<file path="src/sac_consts.vh">
// Register offsets, field positions, reset values and timing counts
`ifndef SAC_CONSTS_VH
`define SAC_CONSTS_VH

// Register addresses
`define SAC_ADDR_PAIR 8'hba
`define SAC_ADDR_CHSEL 8'hbb
`define SAC_ADDR_CFG 8'hbc
`define SAC_ADDR_RLOW 8'hbe
`define SAC_ADDR_RHIGH 8'hbf
`define SAC_ADDR_CTRL 8'he8

// Reset values
`define SAC_RST_PAIR 4'h0
`define SAC_RST_CHSEL 4'h0
`define SAC_RST_CFG 8'hf8
`define SAC_RST_RES 8'h00
`define SAC_RST_CTRL 8'h00

// Configuration register fields
`define SAC_CFG_DIV_HI 7
`define SAC_CFG_DIV_LO 3
`define SAC_CFG_GAIN_HI 2
`define SAC_CFG_GAIN_LO 0

// Control register bits
`define SAC_CN_EN 7
`define SAC_CN_TM 6
`define SAC_CN_DONE 5
`define SAC_CN_BUSY 4
`define SAC_CN_CM_HI 3
`define SAC_CN_CM_LO 2
`define SAC_CN_WIN 1
`define SAC_CN_LJST 0

// Start mode codes
`define SAC_CM_SOFT 2'h0
`define SAC_CM_TMR3 2'h1
`define SAC_CM_PIN 2'h2
`define SAC_CM_TMR2 2'h3

// Timing in SAR clocks
`define SAC_TRACK_CLKS 5'h03
`define SAC_CONV_CLKS 5'h10

`endif
</file>
<file path="src/sac_adc_ctrl.v">
// Control and configuration logic of a 10-bit SAR converter
`timescale 1ns/100ps
`include "sac_consts.vh"

// Behaviour
// - Upper nibble of pair/channel registers reads zero
// - Pair bit one makes even/odd differential pair
// - Differential channel gives two's complement result
// - Codes 0-7 select input, 1xxx temperature
// - Nonzero divider: SAR period 2(D+1) clocks
// - Divider zero: SAR clock equals system clock
// - Gain code mapping, 10x sixteen, 11x half
// - Enable bit clear holds analog in shutdown
// - Track mode zero: track except converting
// - Done flag set on busy fall, software clears
// - Busy bit high whole conversion
// - Busy write one starts only mode 00
// - Four start sources by start mode code
// - Low-power tracking: three SAR clocks, then convert
// - Low-power pin mode: track while pin low
// - Window flag set on match, software clears
// - Justify bit selects right or left placement
// - Left justify: high holds eight top bits
// - Right justify: sign extend differential, else zero
// - Conversion lasts sixteen SAR clocks
module sac_adc_ctrl (
  // Clock and reset
  input wire clk,
  input wire arst_n,

  // Special-function-register bus
  input wire [7:0] sfr_addr,
  input wire [7:0] sfr_wdata,
  input wire sfr_wr,
  input wire sfr_rd,
  output reg [7:0] sfr_rdata,

  // Start sources
  input wire tmr2_ovf,
  input wire tmr3_ovf,
  input wire external_convert_start,

  // Analog core interface
  input wire [9:0] sar_word,
  input wire window_match,
  output reg converter_enable,
  output reg track_en,
  output reg convert_en,
  output reg sar_clk_tick,
  output reg [3:0] mux_pos_sel,
  output reg mux_diff,
  output reg [2:0] amplifier_gain_code,

  // Result word
  output reg [7:0] result_high,
  output reg [7:0] result_low,
  output reg result_valid
);

  // One-hot sequencer states
  localparam [2:0] ST_IDLE = 3'b001;
  localparam [2:0] ST_TRACK = 3'b010;
  localparam [2:0] ST_CONV = 3'b100;

  reg rst_meta_reg;
  reg rst_n_sync;
  reg [3:0] input_pair_config_reg;
  reg [3:0] channel_select_reg;
  reg [7:0] conversion_config_reg;
  reg [7:0] ctrl_reg;
  reg [2:0] state_reg;
  reg [2:0] state_next;
  reg [5:0] div_cnt_reg;
  reg [4:0] sar_cnt_reg;
  reg [4:0] sar_cnt_next;
  reg pin_meta_reg;
  reg pin_sync_reg;
  reg pin_prev_reg;
  reg trigger;
  reg done_set;

  wire [4:0] sar_clock_divider;
  wire [1:0] start_mode_select;
  wire ctrl_wr;
  wire soft_start;
  wire pin_rise;
  wire sel_diff;
  wire busy;
  wire [5:0] div_last;

  // Reset release through two flip-flops
  always @(posedge clk or negedge arst_n) begin
    if (!arst_n) begin
      rst_meta_reg <= 1'b0;
      rst_n_sync <= 1'b0;
    end else begin
      rst_meta_reg <= 1'b1;
      rst_n_sync <= rst_meta_reg;
    end
  end

  // Field views
  assign sar_clock_divider = conversion_config_reg[`SAC_CFG_DIV_HI:`SAC_CFG_DIV_LO];
  assign start_mode_select = ctrl_reg[`SAC_CN_CM_HI:`SAC_CN_CM_LO];
  assign ctrl_wr = sfr_wr && (sfr_addr == `SAC_ADDR_CTRL);
  assign busy = state_reg != ST_IDLE;

  // Busy write of one, honoured only in software mode
  assign soft_start = ctrl_wr && sfr_wdata[`SAC_CN_BUSY] &&
                      (sfr_wdata[`SAC_CN_CM_HI:`SAC_CN_CM_LO] == `SAC_CM_SOFT);

  // Selected channel is differential when its pair bit is set
  assign sel_diff = !channel_select_reg[3] &&
                    input_pair_config_reg[channel_select_reg[2:1]];

  // Start pin synchroniser and rising edge
  always @(posedge clk or negedge rst_n_sync) begin
    if (!rst_n_sync) begin
      pin_meta_reg <= 1'b0;
      pin_sync_reg <= 1'b0;
      pin_prev_reg <= 1'b0;
    end else begin
      pin_meta_reg <= external_convert_start;
      pin_sync_reg <= pin_meta_reg;
      pin_prev_reg <= pin_sync_reg;
    end
  end

  assign pin_rise = pin_sync_reg && !pin_prev_reg;

  // SAR clock divider: tick every 2(D+1) cycles, or every cycle at zero
  assign div_last = {sar_clock_divider, 1'b1};

  always @(posedge clk or negedge rst_n_sync) begin
    if (!rst_n_sync) begin
      div_cnt_reg <= 6'h00;
      sar_clk_tick <= 1'b0;
    end else if (sar_clock_divider == 5'h00) begin
      div_cnt_reg <= 6'h00;
      sar_clk_tick <= 1'b1;
    end else if (div_cnt_reg >= div_last) begin
      div_cnt_reg <= 6'h00;
      sar_clk_tick <= 1'b1;
    end else begin
      div_cnt_reg <= div_cnt_reg + 6'h01;
      sar_clk_tick <= 1'b0;
    end
  end

  // Start source selection
  always @* begin
    case (start_mode_select)
      `SAC_CM_SOFT: trigger = soft_start;
      `SAC_CM_TMR3: trigger = tmr3_ovf;
      `SAC_CM_PIN: trigger = pin_rise;
      `SAC_CM_TMR2: trigger = tmr2_ovf;
      default: trigger = 1'b0;
    endcase
  end

  // Conversion sequencer
  always @* begin
    state_next = state_reg;
    sar_cnt_next = sar_cnt_reg;
    done_set = 1'b0;
    case (state_reg)
      ST_IDLE: begin
        sar_cnt_next = 5'h00;
        if (ctrl_reg[`SAC_CN_EN] && trigger) begin
          if (ctrl_reg[`SAC_CN_TM] && start_mode_select != `SAC_CM_PIN)
            state_next = ST_TRACK;
          else
            state_next = ST_CONV;
        end
      end
      ST_TRACK: begin
        if (sar_clk_tick) begin
          if (sar_cnt_reg == `SAC_TRACK_CLKS - 5'h01) begin
            sar_cnt_next = 5'h00;
            state_next = ST_CONV;
          end else begin
            sar_cnt_next = sar_cnt_reg + 5'h01;
          end
        end
      end
      ST_CONV: begin
        if (sar_clk_tick) begin
          if (sar_cnt_reg == `SAC_CONV_CLKS - 5'h01) begin
            sar_cnt_next = 5'h00;
            state_next = ST_IDLE;
            done_set = 1'b1;
          end else begin
            sar_cnt_next = sar_cnt_reg + 5'h01;
          end
        end
      end
      default: begin
        state_next = ST_IDLE;
        sar_cnt_next = 5'h00;
      end
    endcase
    if (!ctrl_reg[`SAC_CN_EN]) begin
      state_next = ST_IDLE;
      sar_cnt_next = 5'h00;
      done_set = 1'b0;
    end
  end

  always @(posedge clk or negedge rst_n_sync) begin
    if (!rst_n_sync) begin
      state_reg <= ST_IDLE;
      sar_cnt_reg <= 5'h00;
    end else begin
      state_reg <= state_next;
      sar_cnt_reg <= sar_cnt_next;
    end
  end

  // Register writes; hardware flag sets win over software clears
  always @(posedge clk or negedge rst_n_sync) begin
    if (!rst_n_sync) begin
      input_pair_config_reg <= `SAC_RST_PAIR;
      channel_select_reg <= `SAC_RST_CHSEL;
      conversion_config_reg <= `SAC_RST_CFG;
      ctrl_reg <= `SAC_RST_CTRL;
    end else begin
      if (sfr_wr && sfr_addr == `SAC_ADDR_PAIR)
        input_pair_config_reg <= sfr_wdata[3:0];
      if (sfr_wr && sfr_addr == `SAC_ADDR_CHSEL)
        channel_select_reg <= sfr_wdata[3:0];
      if (sfr_wr && sfr_addr == `SAC_ADDR_CFG)
        conversion_config_reg <= sfr_wdata;
      if (ctrl_wr) begin
        ctrl_reg[7:6] <= sfr_wdata[7:6];
        ctrl_reg[3:2] <= sfr_wdata[3:2];
        ctrl_reg[`SAC_CN_LJST] <= sfr_wdata[`SAC_CN_LJST];
        ctrl_reg[`SAC_CN_DONE] <= sfr_wdata[`SAC_CN_DONE] | done_set;
        ctrl_reg[`SAC_CN_WIN] <= sfr_wdata[`SAC_CN_WIN] | window_match;
      end else begin
        if (done_set)
          ctrl_reg[`SAC_CN_DONE] <= 1'b1;
        if (window_match)
          ctrl_reg[`SAC_CN_WIN] <= 1'b1;
      end
      ctrl_reg[`SAC_CN_BUSY] <= 1'b0;
    end
  end

  // Result capture and justification; software may also write
  always @(posedge clk or negedge rst_n_sync) begin
    if (!rst_n_sync) begin
      result_high <= `SAC_RST_RES;
      result_low <= `SAC_RST_RES;
      result_valid <= 1'b0;
    end else begin
      result_valid <= done_set;
      if (done_set) begin
        if (ctrl_reg[`SAC_CN_LJST]) begin
          result_high <= sar_word[9:2];
          result_low <= {sar_word[1:0], 6'h00};
        end else begin
          result_high <= {{6{sel_diff & sar_word[9]}}, sar_word[9:8]};
          result_low <= sar_word[7:0];
        end
      end else begin
        if (sfr_wr && sfr_addr == `SAC_ADDR_RHIGH)
          result_high <= sfr_wdata;
        if (sfr_wr && sfr_addr == `SAC_ADDR_RLOW)
          result_low <= sfr_wdata;
      end
    end
  end

  // Registered read port; unmapped addresses read zero
  always @(posedge clk or negedge rst_n_sync) begin
    if (!rst_n_sync) begin
      sfr_rdata <= 8'h00;
    end else if (sfr_rd) begin
      case (sfr_addr)
        `SAC_ADDR_PAIR: sfr_rdata <= {4'h0, input_pair_config_reg};
        `SAC_ADDR_CHSEL: sfr_rdata <= {4'h0, channel_select_reg};
        `SAC_ADDR_CFG: sfr_rdata <= conversion_config_reg;
        `SAC_ADDR_RLOW: sfr_rdata <= result_low;
        `SAC_ADDR_RHIGH: sfr_rdata <= result_high;
        `SAC_ADDR_CTRL: sfr_rdata <= {ctrl_reg[7:5], busy, ctrl_reg[3:0]};
        default: sfr_rdata <= 8'h00;
      endcase
    end
  end

  // Analog control outputs
  always @(posedge clk or negedge rst_n_sync) begin
    if (!rst_n_sync) begin
      converter_enable <= 1'b0;
      track_en <= 1'b0;
      convert_en <= 1'b0;
      mux_pos_sel <= 4'h0;
      mux_diff <= 1'b0;
      amplifier_gain_code <= 3'h0;
    end else begin
      converter_enable <= ctrl_reg[`SAC_CN_EN];
      convert_en <= state_next == ST_CONV;
      if (!ctrl_reg[`SAC_CN_EN])
        track_en <= 1'b0;
      else if (!ctrl_reg[`SAC_CN_TM])
        track_en <= state_next != ST_CONV;
      else if (start_mode_select == `SAC_CM_PIN)
        track_en <= state_next == ST_IDLE && !pin_sync_reg;
      else
        track_en <= state_next == ST_TRACK;
      if (channel_select_reg[3])
        mux_pos_sel <= 4'h8;
      else if (sel_diff)
        mux_pos_sel <= {1'b0, channel_select_reg[2:1], 1'b0};
      else
        mux_pos_sel <= {1'b0, channel_select_reg[2:0]};
      mux_diff <= sel_diff;
      amplifier_gain_code <=
        conversion_config_reg[`SAC_CFG_GAIN_HI:`SAC_CFG_GAIN_LO];
    end
  end

endmodule

</file>
<file path="config.mk">
export PLATFORM = sky130hd
export DESIGN_NAME = sac_adc_ctrl
export DESIGN_NICKNAME = d
export VERILOG_FILES = /design/src/sac_adc_ctrl.v
export VERILOG_INCLUDE_DIRS = /design/src
export SDC_FILE = /design/constraint.sdc
export NUM_CORES = 1
export LEC_CHECK = 0
export BUFFER_PORTS_ARGS = -buffer_cell sky130_fd_sc_hd__buf_4
export CORE_MARGIN = 2
export CORE_UTILIZATION = 50
export DETAILED_ROUTE_END_ITERATION = 12
export PLACE_DENSITY = 0.76
export SLEW_MARGIN = 20
export SYNTH_ARGS = -nofsm -noshare
export SYNTH_HDL_FRONTEND = slang
export SYNTH_SLANG_ARGS = --single-unit
</file>
<file path="constraint.sdc">
create_clock -name clk -period 2.2 [get_ports clk]
set_input_delay 0.66 -clock clk [delete_from_list [all_inputs] [get_ports clk]]
set_output_delay 0.66 -clock clk [all_outputs]
set_load 0.005 [all_outputs]
</file>
==> impl_metrics.py, run 1 <==
metrics = {
    "cells_and_area": {
        "insertedDiodeCount": 0,
        "final_area_sq_um": 5020,
        "n_fill_cell": 644,
        "post_route_cells_drive_above_1_share_pct": 35.3,
        "area_delta_synth_final_pct": 27.1,
        "final_core_util_pct": 65.3,
        "fin_nets": 495,
    },
    "drt": {
        "drc_errors": 0,
        "totalWireLength_microns": 9790,
        "drt-vias-per-instance": 5.69,
        "ant_nets": 0,
        "dr.pass1.iters": 4,
        "wire_per_inst_microns": 17.5,
        "vias": 3173,
        "drt_iter0_drc": 158,
    },
    "timing": {
        "drv_slew": 0,
        "final_hold_viol_count": 0,
        "fin_tns_setup_ps": 0,
        "final.period_utilization_pct": 95.6,
        "finalWorstSetupSlack_ps": 96.9,
        "skew_ps": 7.75,
        "setup_viol": 0,
        "max_freq_mhz": 475,
        "slew_headroom_pct": 49.5,
        "min_period_ps": 2100,
        "tightest_slew_ps": 758,
    },
    "logic_synthesis": {
        "synth.distinct_cells": 62,
        "syn_nets": 402,
        "synthTopCellsByArea": "dfrtp_1 46%, mux2_2 6.6%, dfstp_2 4.0%",
        "synth_top_area_cell": "dfrtp_1",
        "synth-edff-count": 0,
        "synth_seq_cells": 79,
        "yosysTopAreaCellShare_pct": 46.3,
        "synth_flop_cell": "dfrtp_1",
        "netlist_instances": 358,
        "synth.top_cells.by_count": "73 x dfrtp_1, 23 x mux2_2, 22 x a21oi_1, 22 x nor2_1, 20 x nand2_1",
        "netlist_area_sq_um": 3950,
        "yosysMostFrequentCell": "dfrtp_1",
        "async_flop_share_pct": 100,
        "syn_avg_cell_area_sq_um": 11.0,
        "ys.warnings.count": 0,
        "yosysSeqAreaShare_pct": 50.3,
    },
    "setup_path": {
        "crit_required_ps": 2440,
        "endpoint_kind": "flip-flop",
        "cp_data_arrival_time_ps": 2340,
        "cp-start-kind": "flip-flop",
        "critPathKind": "flip-flop to flip-flop",
        "crit_fanout": 6,
    },
    "clocking": {
        "clkTransAtPathRegs_ps": 80,
        "numClockSinks": 79,
        "insertion_delay_ps": 350,
        "cts_buffers": 9,
        "cts_buffer_depth": 2,
        "cts_tree": "yes",
        "htreeDepth": 3,
        "cts_root_buf": "clkbuf_8",
        "cts_hold_buf": 0,
    },
    "die": {
        "design.core.area_sq_um": 7690,
        "die_area_sq_um": 8620,
        "start_util_pct": 51.4,
        "die_h_microns": 92.9,
        "die_w_microns": 92.9,
        "pin_count": 71,
        "num_rows": 32,
    },
    "run_status": {
        "outcome": "finished clean",
    },
    "grt": {
        "grt_pass1_wl_microns": 15900,
        "grt_antenna_before_repair": 0,
        "track_usage_pct": 23.8,
        "grt_max_degree": 58,
        "grt_pass1_vias": 3215,
        "grt_overflow": 0,
    },
    "place": {
        "dpl_cell_area_sq_um": 4670,
        "place_ws_ps": -17.3,
        "routabilityCongestion": 0.948,
        "dp_hpwl_microns": 7070,
        "port_buffers": 70,
    },
    "pwr": {
        "total_power_uw": 3140,
        "pwr-share-clk_pct": 38.4,
        "power.internal_uw": 2370,
        "ir_drop_v": 0.000459,
        "p_seq_share_pct": 51.0,
        "netSwitchingFraction_pct": 24.6,
        "power.switching_uw": 771,
        "p_leak_uw": 0.00230,
        "pwr-share-comb_pct": 10.6,
        "cellPowerDensity_nw_per_um2": 626,
    },
    "flow_run": {
        "max_cap_viol_count": 0,
    },
    "min_path": {
        "hold_path_class": "input port to asynchronous set/reset pin",
    },
}
## metrics by stage
step,cells,hold slack [ps]
after floorplan,358,331
after global placement,536,245
after detailed placement,536,256
after CTS,554,62.2
after global routing,558,58.0
final,558,68.4
## path summary, 6_finish.rpt
path | start | to | slack, ps | depth (start not counted)
max in group asynchronous | rst_n_sync | conversion_config_reg[5] | 1260 | 1
setup / recovery | sar_cnt_reg[1] | result_low[6] | 100 | 8
min in group clk | pin_meta_reg | pin_sync_reg | 350 | 0
setup reg to reg | sar_cnt_reg[1] | result_low[6] | 100 | 8
hold reg to reg | rst_n_sync | pin_sync_reg | 230 | 0
hold / removal | arst_n | rst_n_sync | 70 | 1
## layer usage
layer,track usage [%],part of all wire [%]
met1,30.2,43
met2,39.8,50
met3,4.07,5.2
met4,10.7,2.4
met5,0,0
## cells in the final DEF (no fill, tap or decap), drive strengths merged, types with 11 or more instances in the layout
cell type | synthesis | layout
inv | 18 | 18
mux2i | 12 | 12
nor2 | 22 | 22
nand2b | 11 | 11
clkbuf | 4 | 11
dfrtp | 73 | 73
a21oi | 22 | 22
buf | 7 | 93
nor2b | 15 | 15
mux2 | 24 | 24
nand2 | 21 | 21
## cells by family after synthesis
family,synth area share [%]
other,0.0950
adders and majority gates,3.17
muxes,10.5
DFF,50.3
buffers and inverters,3.42
and+or+nand+nor,16.7
AOI/OAI and AO/OA,15.0
xor gates and xnor gates,0.888
## power groups by stage
| stage | Sequential, uW | Combinational (uW) | Clock [uW] |
|---|---|---|---|
| floorplan | 1620 | 148 | 0 |
| global placement | 1620 | 321 | 0 |
| detailed placement | 1630 | 330 | 0 |
| CTS | 1600 | 332 | 1220 |
| global route | 1610 | 365 | 1280 |
| finish | 1600 | 333 | 1210 |
## cell type report
type	count	area [sq um]	share of cell area, %
clock buffers	11	141	2.82
clock inverters	5	81.3	1.62
inverters	18	67.6	1.35
multi-input cells	250	1890	37.8
flip-flops and latches	79	1990	39.6
well taps	102	128	2.54
repair buffers	93	719	14.3
## timing repair
| item | CTS | global route |
|---|---|---|
| buffers inserted | 2 | 4 |
| endpoints found under the setup margin | 2 | 11 |
| resized for setup | 0 | 18 |
| pin swaps | 1 | 1 |
## worst max-delay path, stage by stage (launching register included)
cell and delay [ps]:
dfrtp_1 400, ha_2 200, and3_4 200, ha_4 140, nand2_2 70, or3_4 440
inv_2 80, a21o_2 130, mux2_2 350
Power figures use the tool's default switching activity.
==> run 2: changes to the inputs <==
--- a/config.mk
+++ b/config.mk
@@ -10,6 +10,7 @@
 export CORE_MARGIN = 2
 export CORE_UTILIZATION = 50
 export DETAILED_ROUTE_END_ITERATION = 12
+export HOLD_SLACK_MARGIN = 0.12
 export PLACE_DENSITY = 0.76
 export SLEW_MARGIN = 20
 export SYNTH_ARGS = -nofsm -noshare
==> impl_metrics.py, run 2 (synthesis results as in run 1) <==
metrics = {
    "run_status": {
        "outcome": "finished clean",
    },
    "drt": {
        "vias": 3195,
        "wire_per_inst_microns": 17.5,
        "drt-vias-per-instance": 5.72,
        "ant_nets": 0,
        "drc_errors": 0,
        "dr.pass1.iters": 4,
        "drt_iter0_drc": 168,
        "totalWireLength_microns": 9800,
    },
    "die": {
        "die_area_sq_um": 8620,
        "start_util_pct": 51.4,
        "die_w_microns": 92.9,
        "num_rows": 32,
        "design.core.area_sq_um": 7690,
        "die_h_microns": 92.9,
        "pin_count": 71,
    },
    "cells_and_area": {
        "mostFrequentLayoutCell": "buf_4",
        "post_route_cells_drive_above_1_share_pct": 35.2,
        "stdcell_count": 559,
        "area_delta_synth_final_pct": 27.4,
        "final_core_util_pct": 65.4,
        "fin_nets": 496,
        "mostFrequentLayoutCells": "89 x buf_4, 72 x dfrtp_1, 23 x mux2_2",
        "insertedDiodeCount": 0,
    },
    "setup_path": {
        "cp_data_arrival_time_ps": 2340,
        "endpoint_kind": "flip-flop",
        "crit_fanout": 6,
        "crit_start": "sar_cnt_reg[1]",
        "cp-start-kind": "flip-flop",
        "r2r-end": "result_low[6]",
        "timing.rr.start": "sar_cnt_reg[1]",
        "crit_end": "result_low[6]",
        "reg2reg_slack_ps": 100,
        "crit_required_ps": 2440,
        "rr_worst_depth": 8,
        "critPathKind": "flip-flop to flip-flop",
    },
    "pwr": {
        "pwr-share-comb_pct": 10.6,
        "ir_drop_v": 0.000458,
        "cellPowerDensity_nw_per_um2": 624,
        "power.switching_uw": 770,
        "netSwitchingFraction_pct": 24.5,
        "p_seq_share_pct": 51.0,
        "p_leak_uw": 0.00230,
        "pwr-share-clk_pct": 38.4,
        "power.internal_uw": 2370,
    },
    "timing": {
        "drv_slew": 0,
        "final.period_utilization_pct": 95.6,
        "min_period_ps": 2100,
        "setup_viol": 0,
        "slew_headroom_pct": 48.8,
        "skew_ps": 8.38,
        "tightest_slew_ps": 767,
        "final_hold_viol_count": 0,
        "max_freq_mhz": 476,
    },
    "clocking": {
        "cts_buffers": 9,
        "cts_tree": "yes",
        "insertion_delay_ps": 350,
        "clkTransAtPathRegs_ps": 80,
        "cts_root_buf": "clkbuf_8",
        "numClockSinks": 79,
        "cts_buffer_depth": 2,
        "htreeDepth": 3,
    },
    "place": {
        "port_buffers": 70,
        "dp_cells": 536,
        "dp_hpwl_microns": 7070,
        "routabilityCongestion": 0.948,
    },
    "grt": {
        "grt_pass1_vias": 3220,
        "track_usage_pct": 23.8,
        "grt_use_met3_pct": 4.07,
        "busiest_layer": "met2",
        "grt_pass1_wl_microns": 15900,
        "grt_antenna_before_repair": 0,
        "grt_util_met1_pct": 30.3,
        "grt_use_met2_pct": 39.9,
        "grt_max_degree": 58,
        "grt_overflow": 0,
    },
    "flow_run": {
        "max_cap_viol_count": 0,
    },
    "min_path": {
        "hold_path_class": "flip-flop to asynchronous set/reset pin",
    },
}
[run 2: metal layers]
layer	up-vias	wire, microns	part of all wire [%]
met5	-	0	0
met4	0	182	1.9
met3	18	548	5.6
met2	100	4900	50
met1	1582	4170	43
li1	1495	-	-
[run 2: repair_timing]
item,CTS,global route
pin swaps,1,1
gates resized for setup,0,18
endpoints found under the setup margin,2,11
setup buffers,2,4
hold endpoints to repair,2,0
hold buffers,1,0
[run 2: worst min-delay path by stage]
stage                       from      endpoint  slack, ps  depth (start not counted)
CTS                   rst_n_sync  pin_sync_reg        260                          0
global route          rst_n_sync  pin_sync_reg        290                          0
finish                rst_n_sync  pin_sync_reg        230                          0
global placement      rst_n_sync  pin_sync_reg        240                          0
detailed placement    rst_n_sync  pin_sync_reg        260                          0
floorplan           rst_meta_reg    rst_n_sync        330                          0
[run 2: metrics by stage]
stage	power, uW	hold slack [ps]	worst slack (ps)	area (sq um)	setup TNS [ps]
after global placement	1950	245	93.7	4670	0
after floorplan	1760	331	176	3950	0
after detailed placement	1960	256	-17.3	4670	-17.3
final	3140	234	97.9	5030	0
after global routing	3260	292	-2.75	5030	-2.75
after CTS	3150	265	26.5	4920	0
[run 2: final cells by class]
cell class	count	area (sq um)
fill	643	2660
sequential	79	1990
clock inverter	5	81.3
timing repair buffer	94	729
multi-input combinational	250	1890
inverter	18	67.6
tap	102	128
clock buffer	11	141
[run 2: critical path: stages, from the launching register on]
cell	delay, ps
dfrtp_1	400
ha_2	200
and3_4	200
ha_4	140
nand2_2	70
or3_4	440
inv_2	80
a21o_2	130
mux2_2	350
[run 2: power groups by stage]
stage	sequential [uW]	clock, uW	combinational [uW]
final	1600	1200	334
after global routing	1610	1280	366
after CTS	1600	1220	333
after detailed placement	1630	0	330
after global placement	1620	0	321
after floorplan	1620	0	148
